[config.mk]
export PLATFORM = sky130hd
export DESIGN_NAME = fsl_status_led
export DESIGN_NICKNAME = d
export VERILOG_FILES = /design/src/include/fsl_pkg.sv /design/src/hw/fsl_port_led.sv /design/src/hw/fsl_status_led.sv
export SDC_FILE = /design/constraint.sdc
export NUM_CORES = 1
export LEC_CHECK = 0
export ABC_AREA = 1
export BUFFER_PORTS_ARGS = -buffer_cell sky130_fd_sc_hd__buf_2
export CAP_MARGIN = 20
export CORE_ASPECT_RATIO = 1.2
export CORE_MARGIN = 4
export CORE_UTILIZATION = 50
export CTS_CLUSTER_SIZE = 16
export DETAILED_ROUTE_END_ITERATION = 8
export PLACE_DENSITY = 0.78
export SLEW_MARGIN = 20
export SYNTH_ARGS = -nofsm -noshare
export SYNTH_HDL_FRONTEND = slang
export SYNTH_SLANG_ARGS = --single-unit
export TNS_END_PERCENT = 10
[constraint.sdc]
create_clock -name mclk -period 4.3 [get_ports mclk]
set_clock_uncertainty 0.15 [all_clocks]
set_input_delay 0.215 -clock mclk [delete_from_list [all_inputs] [get_ports mclk]]
set_output_delay 0.215 -clock mclk [all_outputs]
set_load 0.01 [all_outputs]
[src/include/fsl_pkg.sv]
// Package with constants and types for the fieldbus status LED logic.
// Functional notes
// - Start fieldbus operation automatically after power-up.
// - Port one LED: steady link, flash traffic.
// - Port two LED behaves like port one.
// - State LED dark when unpowered or inactive.
// - Inactive without traffic for timeout: basic Ethernet.
// - State LED red during controller fault.
// - Flicker green without traffic; traffic enters preop1.
// - Preop1 shows repeated single green flash.
// - Preop2 shows repeated double short flash.
// - Ready state shows repeated triple short flash.
// - Operational shows steady green.
// - Stopped shows distinct green blinking.
package fsl_pkg;

	// Clock rate in kHz.
	localparam int unsigned CLK_KHZ       = 50_000;
	// Timeout without protocol traffic, in ms.
	localparam int unsigned IDLE_TMO_MS   = 5_000;
	localparam int unsigned IDLE_TMO_CYC  = IDLE_TMO_MS * CLK_KHZ;
	// Pattern tick period in ms; every pattern step lasts whole ticks.
	localparam int unsigned TICK_MS       = 50;
	localparam int unsigned TICK_CYC      = TICK_MS * CLK_KHZ;
	// Pattern durations in ticks.
	localparam logic [4:0]  FLASH_ON_TK   = 5'h04;
	localparam logic [4:0]  SHORT_ON_TK   = 5'h04;
	localparam logic [4:0]  SHORT_OFF_TK  = 5'h04;
	localparam logic [4:0]  GROUP_OFF_TK  = 5'h14;
	localparam logic [4:0]  BLINK_TK      = 5'h0a;
	// Traffic flash half period in ticks, less one.
	localparam logic [1:0]  ACT_TK        = 2'h1;
	// Cycles a state request waits for its echo in the controller report.
	localparam logic [2:0]  RPT_HOLD_CYC  = 3'h4;

	// Controller state reported by the protocol engine.
	typedef enum logic [3:0] {
		FSL_CTRL_NOT_ACTIVE = 4'h0,
		FSL_CTRL_PRE_OP1    = 4'h1,
		FSL_CTRL_PRE_OP2    = 4'h2,
		FSL_CTRL_READY      = 4'h3,
		FSL_CTRL_OPER       = 4'h4,
		FSL_CTRL_STOPPED    = 4'h5,
		FSL_CTRL_BASIC_ETH  = 4'h6
	} fsl_ctrl_t;

	// Indicator state machine, one-hot.
	typedef enum logic [6:0] {
		FSL_ST_INACTIVE = 7'b000_0001,
		FSL_ST_BASIC    = 7'b000_0010,
		FSL_ST_PRE_OP1  = 7'b000_0100,
		FSL_ST_PRE_OP2  = 7'b000_1000,
		FSL_ST_READY    = 7'b001_0000,
		FSL_ST_OPER     = 7'b010_0000,
		FSL_ST_STOPPED  = 7'b100_0000
	} fsl_state_t;

endpackage : fsl_pkg

[src/hw/fsl_port_led.sv]
// Link and activity indicator for one bus port.
`timescale 1ns/1ps
module fsl_port_led
	import fsl_pkg::*;
(
	input  wire logic mclk,
	input  wire logic rstn,
	input  wire logic tick,
	input  wire logic link_up_pin,
	input  wire logic frame_pin,
	output logic      led_green
);

	typedef struct packed {
		logic [1:0] lnk_sync;
		logic [1:0] frm_sync;
		logic       frm_d;
		logic       busy;
		logic [1:0] cnt;
		logic [1:0] half;
		logic       led;
	} fsl_pl_t;

	fsl_pl_t st_r;
	fsl_pl_t st_nxt;

	////////////////////////////////////////////////////////////////////////
	// Synchronise pins, catch frames and blink while traffic passes.
	always_comb begin
		st_nxt          = st_r;
		st_nxt.lnk_sync = {st_r.lnk_sync[0], link_up_pin};
		st_nxt.frm_sync = {st_r.frm_sync[0], frame_pin};
		st_nxt.frm_d    = st_r.frm_sync[1];
		// A frame edge arms one blink period.
		if (st_r.frm_sync[1] && !st_r.frm_d) begin
			st_nxt.busy = 1'b1;
		end
		if (tick) begin
			if (st_r.cnt == ACT_TK) begin
				st_nxt.cnt  = 2'h0;
				st_nxt.half = st_r.half + 2'h1;
				if (st_r.half[0]) begin
					st_nxt.busy = st_r.frm_sync[1] && !st_r.frm_d;
				end
			end else begin
				st_nxt.cnt = st_r.cnt + 2'h1;
			end
		end
		if (!st_r.lnk_sync[1]) begin
			st_nxt.led = 1'b0;
		end else if (st_r.busy) begin
			st_nxt.led = !st_r.half[0];
		end else begin
			st_nxt.led = 1'b1;
		end
	end

	// State register.
	always_ff @(posedge mclk or negedge rstn) begin
		if (!rstn) begin
			st_r <= '0;
		end else begin
			st_r <= st_nxt;
		end
	end

	assign led_green = st_r.led;

endmodule : fsl_port_led

[src/hw/fsl_status_led.sv]
// Status indication top: state/error LED and both port LEDs.
`timescale 1ns/1ps
module fsl_status_led
	import fsl_pkg::*;
#(
	parameter int unsigned IDLE_TMO = IDLE_TMO_CYC,
	parameter int unsigned TICK_LEN = TICK_CYC
) (
	input  wire logic       mclk,
	input  wire logic       rstn,
	input  wire logic       ctrl_powered,
	input  wire logic [3:0] ctrl_state,
	input  wire logic       ctrl_fault,
	input  wire logic       proto_seen,
	input  wire logic       p1_link_up,
	input  wire logic       p1_frame,
	input  wire logic       p2_link_up,
	input  wire logic       p2_frame,
	output logic            ctrl_enable,
	output logic            basic_eth_req,
	output logic            preop1_req,
	output logic            state_led_green,
	output logic            state_led_red,
	output logic            port1_link_activity_led,
	output logic            port2_link_activity_led
);

	typedef struct packed {
		logic       en;
		logic       basic;
		logic       pre1;
		logic [2:0] hold;
		logic [1:0] pw_s;
		logic [1:0] fl_s;
		logic [1:0] pr_s;
		logic [3:0] cs_s0;
		logic [3:0] cs_s1;
		logic [31:0] idle;
		logic [31:0] div;
		logic       tick;
		fsl_state_t fsm;
		logic [4:0] tk;
		logic [2:0] step;
		logic       phase_on;
		logic       grn;
		logic       red;
	} fsl_top_t;

	fsl_top_t st_r;
	fsl_top_t st_nxt;
	logic     pw;
	logic     flt;
	logic     seen;
	logic [1:0] flashes;
	logic       grp;

	////////////////////////////////////////////////////////////////////////
	// Synchronised views of the controller inputs.
	assign pw   = st_r.pw_s[1];
	assign flt  = st_r.fl_s[1];
	assign seen = st_r.pr_s[1];

	// Flash count per group for the current state.
	always_comb begin
		flashes = 2'h1;
		grp     = 1'b1;
		case (st_r.fsm)
			FSL_ST_PRE_OP1: flashes = 2'h1;
			FSL_ST_PRE_OP2: flashes = 2'h2;
			FSL_ST_READY:   flashes = 2'h3;
			default:        grp     = 1'b0;
		endcase
	end

	////////////////////////////////////////////////////////////////////////
	// Next-state logic.
	always_comb begin
		st_nxt       = st_r;
		st_nxt.pw_s  = {st_r.pw_s[0], ctrl_powered};
		st_nxt.fl_s  = {st_r.fl_s[0], ctrl_fault};
		st_nxt.pr_s  = {st_r.pr_s[0], proto_seen};
		st_nxt.cs_s0 = ctrl_state;
		st_nxt.cs_s1 = st_r.cs_s0;
		// Enable the controller straight out of reset.
		st_nxt.en    = 1'b1;
		st_nxt.basic = 1'b0;
		st_nxt.pre1  = 1'b0;

		// Pattern tick divider.
		st_nxt.tick = 1'b0;
		if (st_r.div >= TICK_LEN - 1) begin
			st_nxt.div  = '0;
			st_nxt.tick = 1'b1;
		end else begin
			st_nxt.div = st_r.div + 32'h0000_0001;
		end

		// Indicator state follows the reported controller state.
		// After a request of our own the report lags by the sync flops,
		// so it is ignored until the echo can arrive; a stale report
		// would otherwise pull the state back and repeat the request.
		if (st_r.hold != 3'h0) begin
			st_nxt.hold = st_r.hold - 3'h1;
		end else begin
			case (fsl_ctrl_t'(st_r.cs_s1))
				FSL_CTRL_NOT_ACTIVE: begin
					if (st_r.fsm != FSL_ST_BASIC) begin
						st_nxt.fsm = FSL_ST_INACTIVE;
					end
				end
				FSL_CTRL_BASIC_ETH: st_nxt.fsm = FSL_ST_BASIC;
				FSL_CTRL_PRE_OP1:   st_nxt.fsm = FSL_ST_PRE_OP1;
				FSL_CTRL_PRE_OP2:   st_nxt.fsm = FSL_ST_PRE_OP2;
				FSL_CTRL_READY:     st_nxt.fsm = FSL_ST_READY;
				FSL_CTRL_OPER:      st_nxt.fsm = FSL_ST_OPER;
				FSL_CTRL_STOPPED:   st_nxt.fsm = FSL_ST_STOPPED;
				default:            st_nxt.fsm = FSL_ST_INACTIVE;
			endcase
		end

		// Idle timer and protocol detection.
		case (st_r.fsm)
			FSL_ST_INACTIVE: begin
				if (seen) begin
					st_nxt.idle = '0;
					st_nxt.hold = RPT_HOLD_CYC;
					st_nxt.pre1 = 1'b1;
					st_nxt.fsm  = FSL_ST_PRE_OP1;
				end else if (st_r.idle >= IDLE_TMO - 1) begin
					st_nxt.idle  = '0;
					st_nxt.hold  = RPT_HOLD_CYC;
					st_nxt.basic = 1'b1;
					st_nxt.fsm   = FSL_ST_BASIC;
				end else if (pw) begin
					st_nxt.idle = st_r.idle + 32'h0000_0001;
				end
			end
			FSL_ST_BASIC: begin
				st_nxt.idle = '0;
				if (seen) begin
					st_nxt.hold = RPT_HOLD_CYC;
					st_nxt.pre1 = 1'b1;
					st_nxt.fsm  = FSL_ST_PRE_OP1;
				end
			end
			default: st_nxt.idle = '0;
		endcase
		// An unpowered controller takes no requests at all.
		if (!pw) begin
			st_nxt.fsm   = FSL_ST_INACTIVE;
			st_nxt.idle  = '0;
			st_nxt.hold  = '0;
			st_nxt.basic = 1'b0;
			st_nxt.pre1  = 1'b0;
		end

		// Pattern sequencer, restarted on state change.
		if (st_nxt.fsm != st_r.fsm) begin
			st_nxt.tk       = '0;
			st_nxt.step     = '0;
			st_nxt.phase_on = 1'b1;
		end else if (st_r.tick) begin
			st_nxt.tk = st_r.tk + 5'h01;
			if (grp) begin
				// Flash groups: on, short gap, long gap after last.
				if (st_r.phase_on && st_r.tk >= SHORT_ON_TK - 5'h01) begin
					st_nxt.tk       = '0;
					st_nxt.phase_on = 1'b0;
				end else if (!st_r.phase_on) begin
					if ({1'b0, st_r.step} + 3'h1 < {1'b0, flashes}) begin
						if (st_r.tk >= SHORT_OFF_TK - 5'h01) begin
							st_nxt.tk       = '0;
							st_nxt.step     = st_r.step + 3'h1;
							st_nxt.phase_on = 1'b1;
						end
					end else if (st_r.tk >= GROUP_OFF_TK - 5'h01) begin
						st_nxt.tk       = '0;
						st_nxt.step     = '0;
						st_nxt.phase_on = 1'b1;
					end
				end
			end else if (st_r.tk >= BLINK_TK - 5'h01) begin
				st_nxt.tk       = '0;
				st_nxt.phase_on = !st_r.phase_on;
			end
		end

		// LED outputs; fault red overrides green.
		st_nxt.red = pw && flt;
		case (st_r.fsm)
			FSL_ST_INACTIVE: st_nxt.grn = 1'b0;
			FSL_ST_BASIC:    st_nxt.grn = st_r.tk[0];
			FSL_ST_OPER:     st_nxt.grn = 1'b1;
			FSL_ST_STOPPED:  st_nxt.grn = st_r.phase_on;
			FSL_ST_PRE_OP1,
			FSL_ST_PRE_OP2,
			FSL_ST_READY:    st_nxt.grn = st_r.phase_on;
			default:         st_nxt.grn = 1'b0;
		endcase
		if (st_nxt.red) begin
			st_nxt.grn = 1'b0;
		end
	end

	// State register.
	always_ff @(posedge mclk or negedge rstn) begin
		if (!rstn) begin
			st_r     <= '0;
			st_r.fsm <= FSL_ST_INACTIVE;
		end else begin
			st_r <= st_nxt;
		end
	end

	////////////////////////////////////////////////////////////////////////
	// Port indicators.
	fsl_port_led u_port1 (
		.mclk        (mclk),
		.rstn        (rstn),
		.tick        (st_r.tick),
		.link_up_pin (p1_link_up),
		.frame_pin   (p1_frame),
		.led_green   (port1_link_activity_led)
	);

	fsl_port_led u_port2 (
		.mclk        (mclk),
		.rstn        (rstn),
		.tick        (st_r.tick),
		.link_up_pin (p2_link_up),
		.frame_pin   (p2_frame),
		.led_green   (port2_link_activity_led)
	);

	assign ctrl_enable     = st_r.en;
	assign basic_eth_req   = st_r.basic;
	assign preop1_req      = st_r.pre1;
	assign state_led_green = st_r.grn;
	assign state_led_red   = st_r.red;

endmodule : fsl_status_led

==> flow_summary.yaml, run 1 <==
final_layout:
  nets: 723
  final_common_cell: "dfrtp_1"
  synthToLayoutAreaGrowth_pct: 18.0
  fin_util_pct: 60.6
  antenna_cells: 0
  final_cell_mix: "dfrtp_1, nand2_1, nor2_1"
  drive_gt1_share_pct: 12.0
  final_cell_count_no_fill: 846
synth:
  synth_fa_ha_area_share_pct: 1.77
  ys_top_cells_by_area: "dfrtp_1, nand2_1, nor2_1"
  ys.flop_type: "dfrtp_1"
  avgSynthCellArea_um2: 8.80
  syn-instance-count: 644
  synth_top_cell_by_area: "dfrtp_1"
  synth_compound_area_share_pct: 7.57
  synth_edf_count: 0
  ys_types: 41
  synth-simple-area-share_pct: 26.7
  muxShareOfSynthArea_pct: 0
  synth_seq_area_share_pct: 54.3
  synth_top_family_by_area: "simple AND/OR/NAND/NOR gates"
  synth_top_area_share_pct: 53.9
  ys_ff_latch: 123
  syn-cell-area_mm2: 0.00567
  async_flop_share_pct: 100
  synthXorXnorAreaFrac_pct: 2.94
  yosysWarnings: 0
setup_path:
  path_buf_inv: 3
  cp_cell_sequence: "inv_1, ha_1, inv_1, nor2_1, inv_1, a211oi_1, nand3_2, nand2_1, nand2_1, nor2_2, nand3_2, nor2_1"
  crit_path_frequent_cell: "inv_1"
  worst_r2r_path_depth: 12
  reg2reg_from: "st_r[97]$_DFF_PN0_"
  slowest_delay_ps: 550
  crit_slowest_cell: "a211oi_1"
  regToRegSetupSlack_ps: 1360
  cp-end-kind: "flip-flop"
  cp_top_family: "simple AND/OR/NAND/NOR gates"
  path_class: "reg2reg"
  arrival_ps: 3120
  required_ps: 4480
  rr_endpoint: "st_r[8]$_DFFE_PN0P_"
  cp_max_fo: 12
  start_kind: "flip-flop"
clock_network:
  cts-root-buf: "clkbuf_16"
  cts.sinks: 123
  cts_tree: "built"
  cts_buffer_depth: 2
  hold_buffers: 12
  cts.htree.levels: 4
  clock_latency_ps: 410
  clk_pin_slew_ps: 50
  numCtsBuffers: 17
  post_cts_resized: 0
  cts_setup_buffers: 0
placement:
  portBuffers: 19
  dpl.cell_count: 803
  gp_congestion: 0.873
  dp_hpwl_um: 7550
timing:
  clock.fmax_mhz: 340
  finalCritPeriodShare_pct: 68.4
  setup_tns_ps: 0
  period_needed_ps: 2940
  worst_pin_slew_ps: 687
  final-setup-viol-count: 0
  maxSlewHeadroom_pct: 54.2
  maxSlewViolCount: 0
  rsz0062_at_grt: "no"
  hold_viol_final: 0
  holdWs_ps: 172
global_route:
  grt_pass1_wl_um: 20400
  antenna_found_initial: 0
  grt-ovfl-total: 0
  first_global_vias: 4700
  grt_max_degree: 47
  grt_util_all_layers_pct: 19.0
die:
  die_area_mm2: 0.0131
  core-area_mm2: 0.0110
  start_util_pct: 51.3
  die_w_um: 105
  rows: 42
  die_h_um: 125
  ios: 20
routing:
  wirelength_um: 11300
  vias_per_cell: 5.33
  first_iter_violations: 251
  first_pass_iters: 4
  num_vias: 4512
  wire_per_inst_um: 13.3
  antenna_left: 0
  drc: 0
status:
  status: "completed"
power_and_ir_drop:
  powerDensity_mw_per_mm2: 528
  p_leak_uw: 0.00313
  ir_drop_mv: 0.265
worst_hold_path:
  hold_class: "in2async"
run:
  drv_cap: 0
sequential cells by signal (all words and copies together), names as in the netlist, 3 cells and up:
name	cells
st_nxt	7
st_r	88
u_port1.st_nxt	3
u_port1.st_r	6
u_port2.st_nxt	3
u_port2.st_r	6
synth_stat cells (3+ instances only):
library cell / number
nand2_1: 113
dfrtp_1: 122
ha_1: 8
nor4_1: 4
clkbuf_1: 4
nor2_2: 8
inv_2: 6
xor2_1: 14
a21oi_1: 29
nor3b_1: 5
inv_1: 81
nor3_1: 20
nand3b_1: 5
nand2_2: 7
nor2_4: 3
nand4_1: 14
o21ai_0: 29
nand3_1: 46
a31oi_1: 3
nand3_2: 5
nor3_2: 4
xnor2_1: 5
nor2_1: 84
worst register-to-register path, cell delays in order (launching register included):
cell,delay [ps]
dfrtp_1,390
inv_1,90
ha_1,140
inv_1,50
nor2_1,490
inv_1,230
a211oi_1,550
nand3_2,170
nand2_1,100
nand2_1,60
nor2_2,110
nand3_2,190
nor2_1,140
cell type report:
class | count | area (um^2)
clock buffer | 23 | 478
clock inverter | 8 | 140
fill | 873 | 4350
inverter | 87 | 327
multi-input combinational | 440 | 2270
sequential | 123 | 3080
tap | 132 | 165
timing repair buffer | 33 | 233
metal layers:
metal	up-vias	track usage (%)	share of wire [%]
met5	-	0	0
met2	131	32.8	52
met3	40	5.18	3.6
met4	0	11.0	3.4
met1	2149	20.8	41
li1	2192	-	-
cell families (layout without fill, tap and decap cells):
kind of cell,count (synthesis),after routing
fa+ha+maj,8,8
xor+xnor,19,19
other cells,2,15
buf+inv,94,151
compound gates,76,76
simple gates,322,322
flops,123,123
how the worst max path moves through the flow:
stage / slack [ps] / cells past startpoint / startpoint / to
2_1_floorplan: 2180 / 14 / st_r[13]$_DFF_PN0_ / st_r[3]$_DFFE_PN0P_
3_3_place_gp: 1620 / 12 / st_r[97]$_DFF_PN0_ / st_r[4]$_DFFE_PN0P_
3_5_place_dp: 1420 / 12 / st_r[97]$_DFF_PN0_ / st_r[5]$_DFFE_PN0P_
4_1_cts: 1400 / 12 / st_r[97]$_DFF_PN0_ / st_r[5]$_DFFE_PN0P_
5_1_grt: 1030 / 12 / st_r[97]$_DFF_PN0_ / st_r[7]$_DFFE_PN0P_
6_report: 1360 / 12 / st_r[97]$_DFF_PN0_ / st_r[8]$_DFFE_PN0P_
report_power, final:
group	internal (uW)	switching [uW]	total, uW
clock	1010	468	1480
combinational	227	494	721
sequential	1260	80.3	1340
through the flow:
| step | total power [uW] | cell area (um^2) | setup slack (ps) |
|---|---|---|---|
| after floorplan | 1890 | 5720 | 2180 |
| after CTS | 3550 | 6690 | 1400 |
| after detailed placement | 2050 | 5950 | 1420 |
| after global routing | 3730 | 6690 | 1030 |
| after global placement | 2010 | 5950 | 1620 |
| final | 3530 | 6690 | 1360 |
(Power assumes the default switching activity.)
==> inputs of run 2 (changes only) <==
==> constraint.sdc (replaced) <==
create_clock -name mclk -period 2.85 [get_ports mclk]
set_clock_uncertainty 0.15 [all_clocks]
set_input_delay 0.1425 -clock mclk [delete_from_list [all_inputs] [get_ports mclk]]
set_output_delay 0.1425 -clock mclk [all_outputs]
set_load 0.01 [all_outputs]
==> flow_summary.yaml, run 2 (synthesized netlist as in run 1, its figures left out) <==
timing:
  holdWs_ps: 89.0
  worst_pin_slew_ps: 681
  rsz0062_at_grt: "no"
  clock.fmax_mhz: 404
  hold_viol_final: 0
  maxSlewViolCount: 0
  setup_tns_ps: 0
  finalCritPeriodShare_pct: 86.9
  maxSlewHeadroom_pct: 54.2
  period_needed_ps: 2480
  final-setup-viol-count: 0
clock_network:
  cts_tree: "built"
  cts.sinks: 123
  clock_latency_ps: 410
  cts-root-buf: "clkbuf_16"
  cts_setup_buffers: 0
  numCtsBuffers: 17
  clk_pin_slew_ps: 50
  post_cts_resized: 0
  hold_buffers: 12
  cts_buffer_depth: 2
  cts.htree.levels: 4
global_route:
  first_global_vias: 4436
  grt-ovfl-total: 0
  antenna_found_initial: 0
  grt_max_degree: 88
  grt_util_all_layers_pct: 17.8
  grt_pass1_wl_um: 18900
status:
  status: "completed"
setup_path:
  worst_r2r_path_depth: 15
  rr_endpoint: "st_r[8]$_DFFE_PN0P_"
  cp-end-kind: "flip-flop"
  reg2reg_from: "st_r[13]$_DFF_PN0_"
  regToRegSetupSlack_ps: 370
  path_class: "reg2reg"
  arrival_ps: 2630
  cp_max_fo: 4
  start_kind: "flip-flop"
  required_ps: 3000
die:
  core-area_mm2: 0.0110
  die_h_um: 125
  die_w_um: 105
  ios: 20
  die_area_mm2: 0.0131
  start_util_pct: 51.3
  rows: 42
final_layout:
  synthToLayoutAreaGrowth_pct: 18.0
  stdcell_area_mm2: 0.00669
  regMostFlops: "st_r"
  final_common_cell: "dfrtp_1"
  nets: 723
  final_cell_mix: "dfrtp_1, nand2_1, nor2_1"
  antenna_cells: 0
  largest_register_ffs: 88
  drive_gt1_share_pct: 12.2
routing:
  wire_per_inst_um: 12.7
  antenna_left: 0
  first_iter_violations: 285
  wirelength_um: 10700
  first_pass_iters: 5
  num_vias: 4421
  drc: 0
  vias_per_cell: 5.23
placement:
  gp_congestion: 0.947
  portBuffers: 19
  dpl-instance-area_mm2: 0.00596
  dp_hpwl_um: 7290
power_and_ir_drop:
  ir_drop_mv: 0.349
  powerDensity_mw_per_mm2: 790
  p_leak_uw: 0.00313
run:
  drv_cap: 0
worst_hold_path:
  hold_class: "in2async"
-- run 2: changes by cell type in the layout (fill, tap and decap cells not counted) --
| cell | previous run | this run |
|---|---|---|
| bufinv_16 | 4 | 3 |
| buf_4 | 3 | 2 |
| clkbuf_8 | 3 | 4 |
| clkinv_2 | 4 | 5 |
| clkbuf_1 | 3 | 2 |
| buf_12 | 0 | 1 |
-- run 2: worst max-delay path by stage --
| stage | cells after the start | slack [ps] | start | endpoint |
|---|---|---|---|---|
| after floorplan | 14 | 730 | st_r[13]$_DFF_PN0_ | st_r[3]$_DFFE_PN0P_ |
| final | 15 | 370 | st_r[13]$_DFF_PN0_ | st_r[8]$_DFFE_PN0P_ |
| after global placement | 15 | 470 | st_r[13]$_DFF_PN0_ | st_r[8]$_DFFE_PN0P_ |
| after CTS | 15 | 380 | st_r[13]$_DFF_PN0_ | st_r[7]$_DFFE_PN0P_ |
| after detailed placement | 15 | 390 | st_r[13]$_DFF_PN0_ | st_r[8]$_DFFE_PN0P_ |
| after global routing | 14 | 90 | st_r[13]$_DFF_PN0_ | st_r[3]$_DFFE_PN0P_ |
-- run 2: metal layers --
layer | routed length [um] | track usage, %
met5 | 0 | 0
met4 | 218 | 8.26
met3 | 408 | 4.35
met2 | 5660 | 30.9
met1 | 4430 | 20.4
-- run 2: layout make-up --
| class | count | area (um^2) |
|---|---|---|
| fillers | 882 | 4350 |
| flip-flops and latches | 123 | 3080 |
| multi-input cells | 440 | 2270 |
| clock buffers | 23 | 488 |
| inverters | 87 | 327 |
| repair buffers | 33 | 245 |
| well taps | 132 | 165 |
| clock inverters | 8 | 115 |
-- run 2: report_power, final --
group / switching, uW / internal [uW] / total [uW]
Sequential: 118 / 1900 / 2010
Combinational: 739 / 355 / 1090
Clock: 719 / 1450 / 2170
Total: 1580 / 3700 / 5280
-- run 2: worst max-delay path: stages (launching register included) --
cell and delay (ps):
dfrtp_1 420, inv_1 120, nand2_1 130, nor3_1 240
nand4_1 180, inv_1 80, nor2_1 40, ha_1 270
o21ai_0 100, nand3_1 100, nand3_1 100, nand3_1 140
nand3_1 90, o21ai_0 90, inv_1 70, nor2_1 40
-- run 2: through the flow --
step	cells	util, %	power [uW]	worst slack, ps
floorplan	657	-	2850	729
global placement	803	54.0	3050	467
detailed placement	803	54.0	3100	394
CTS	846	60.6	5310	384
global route	846	60.6	5570	89.1
finish	846	60.6	5280	374
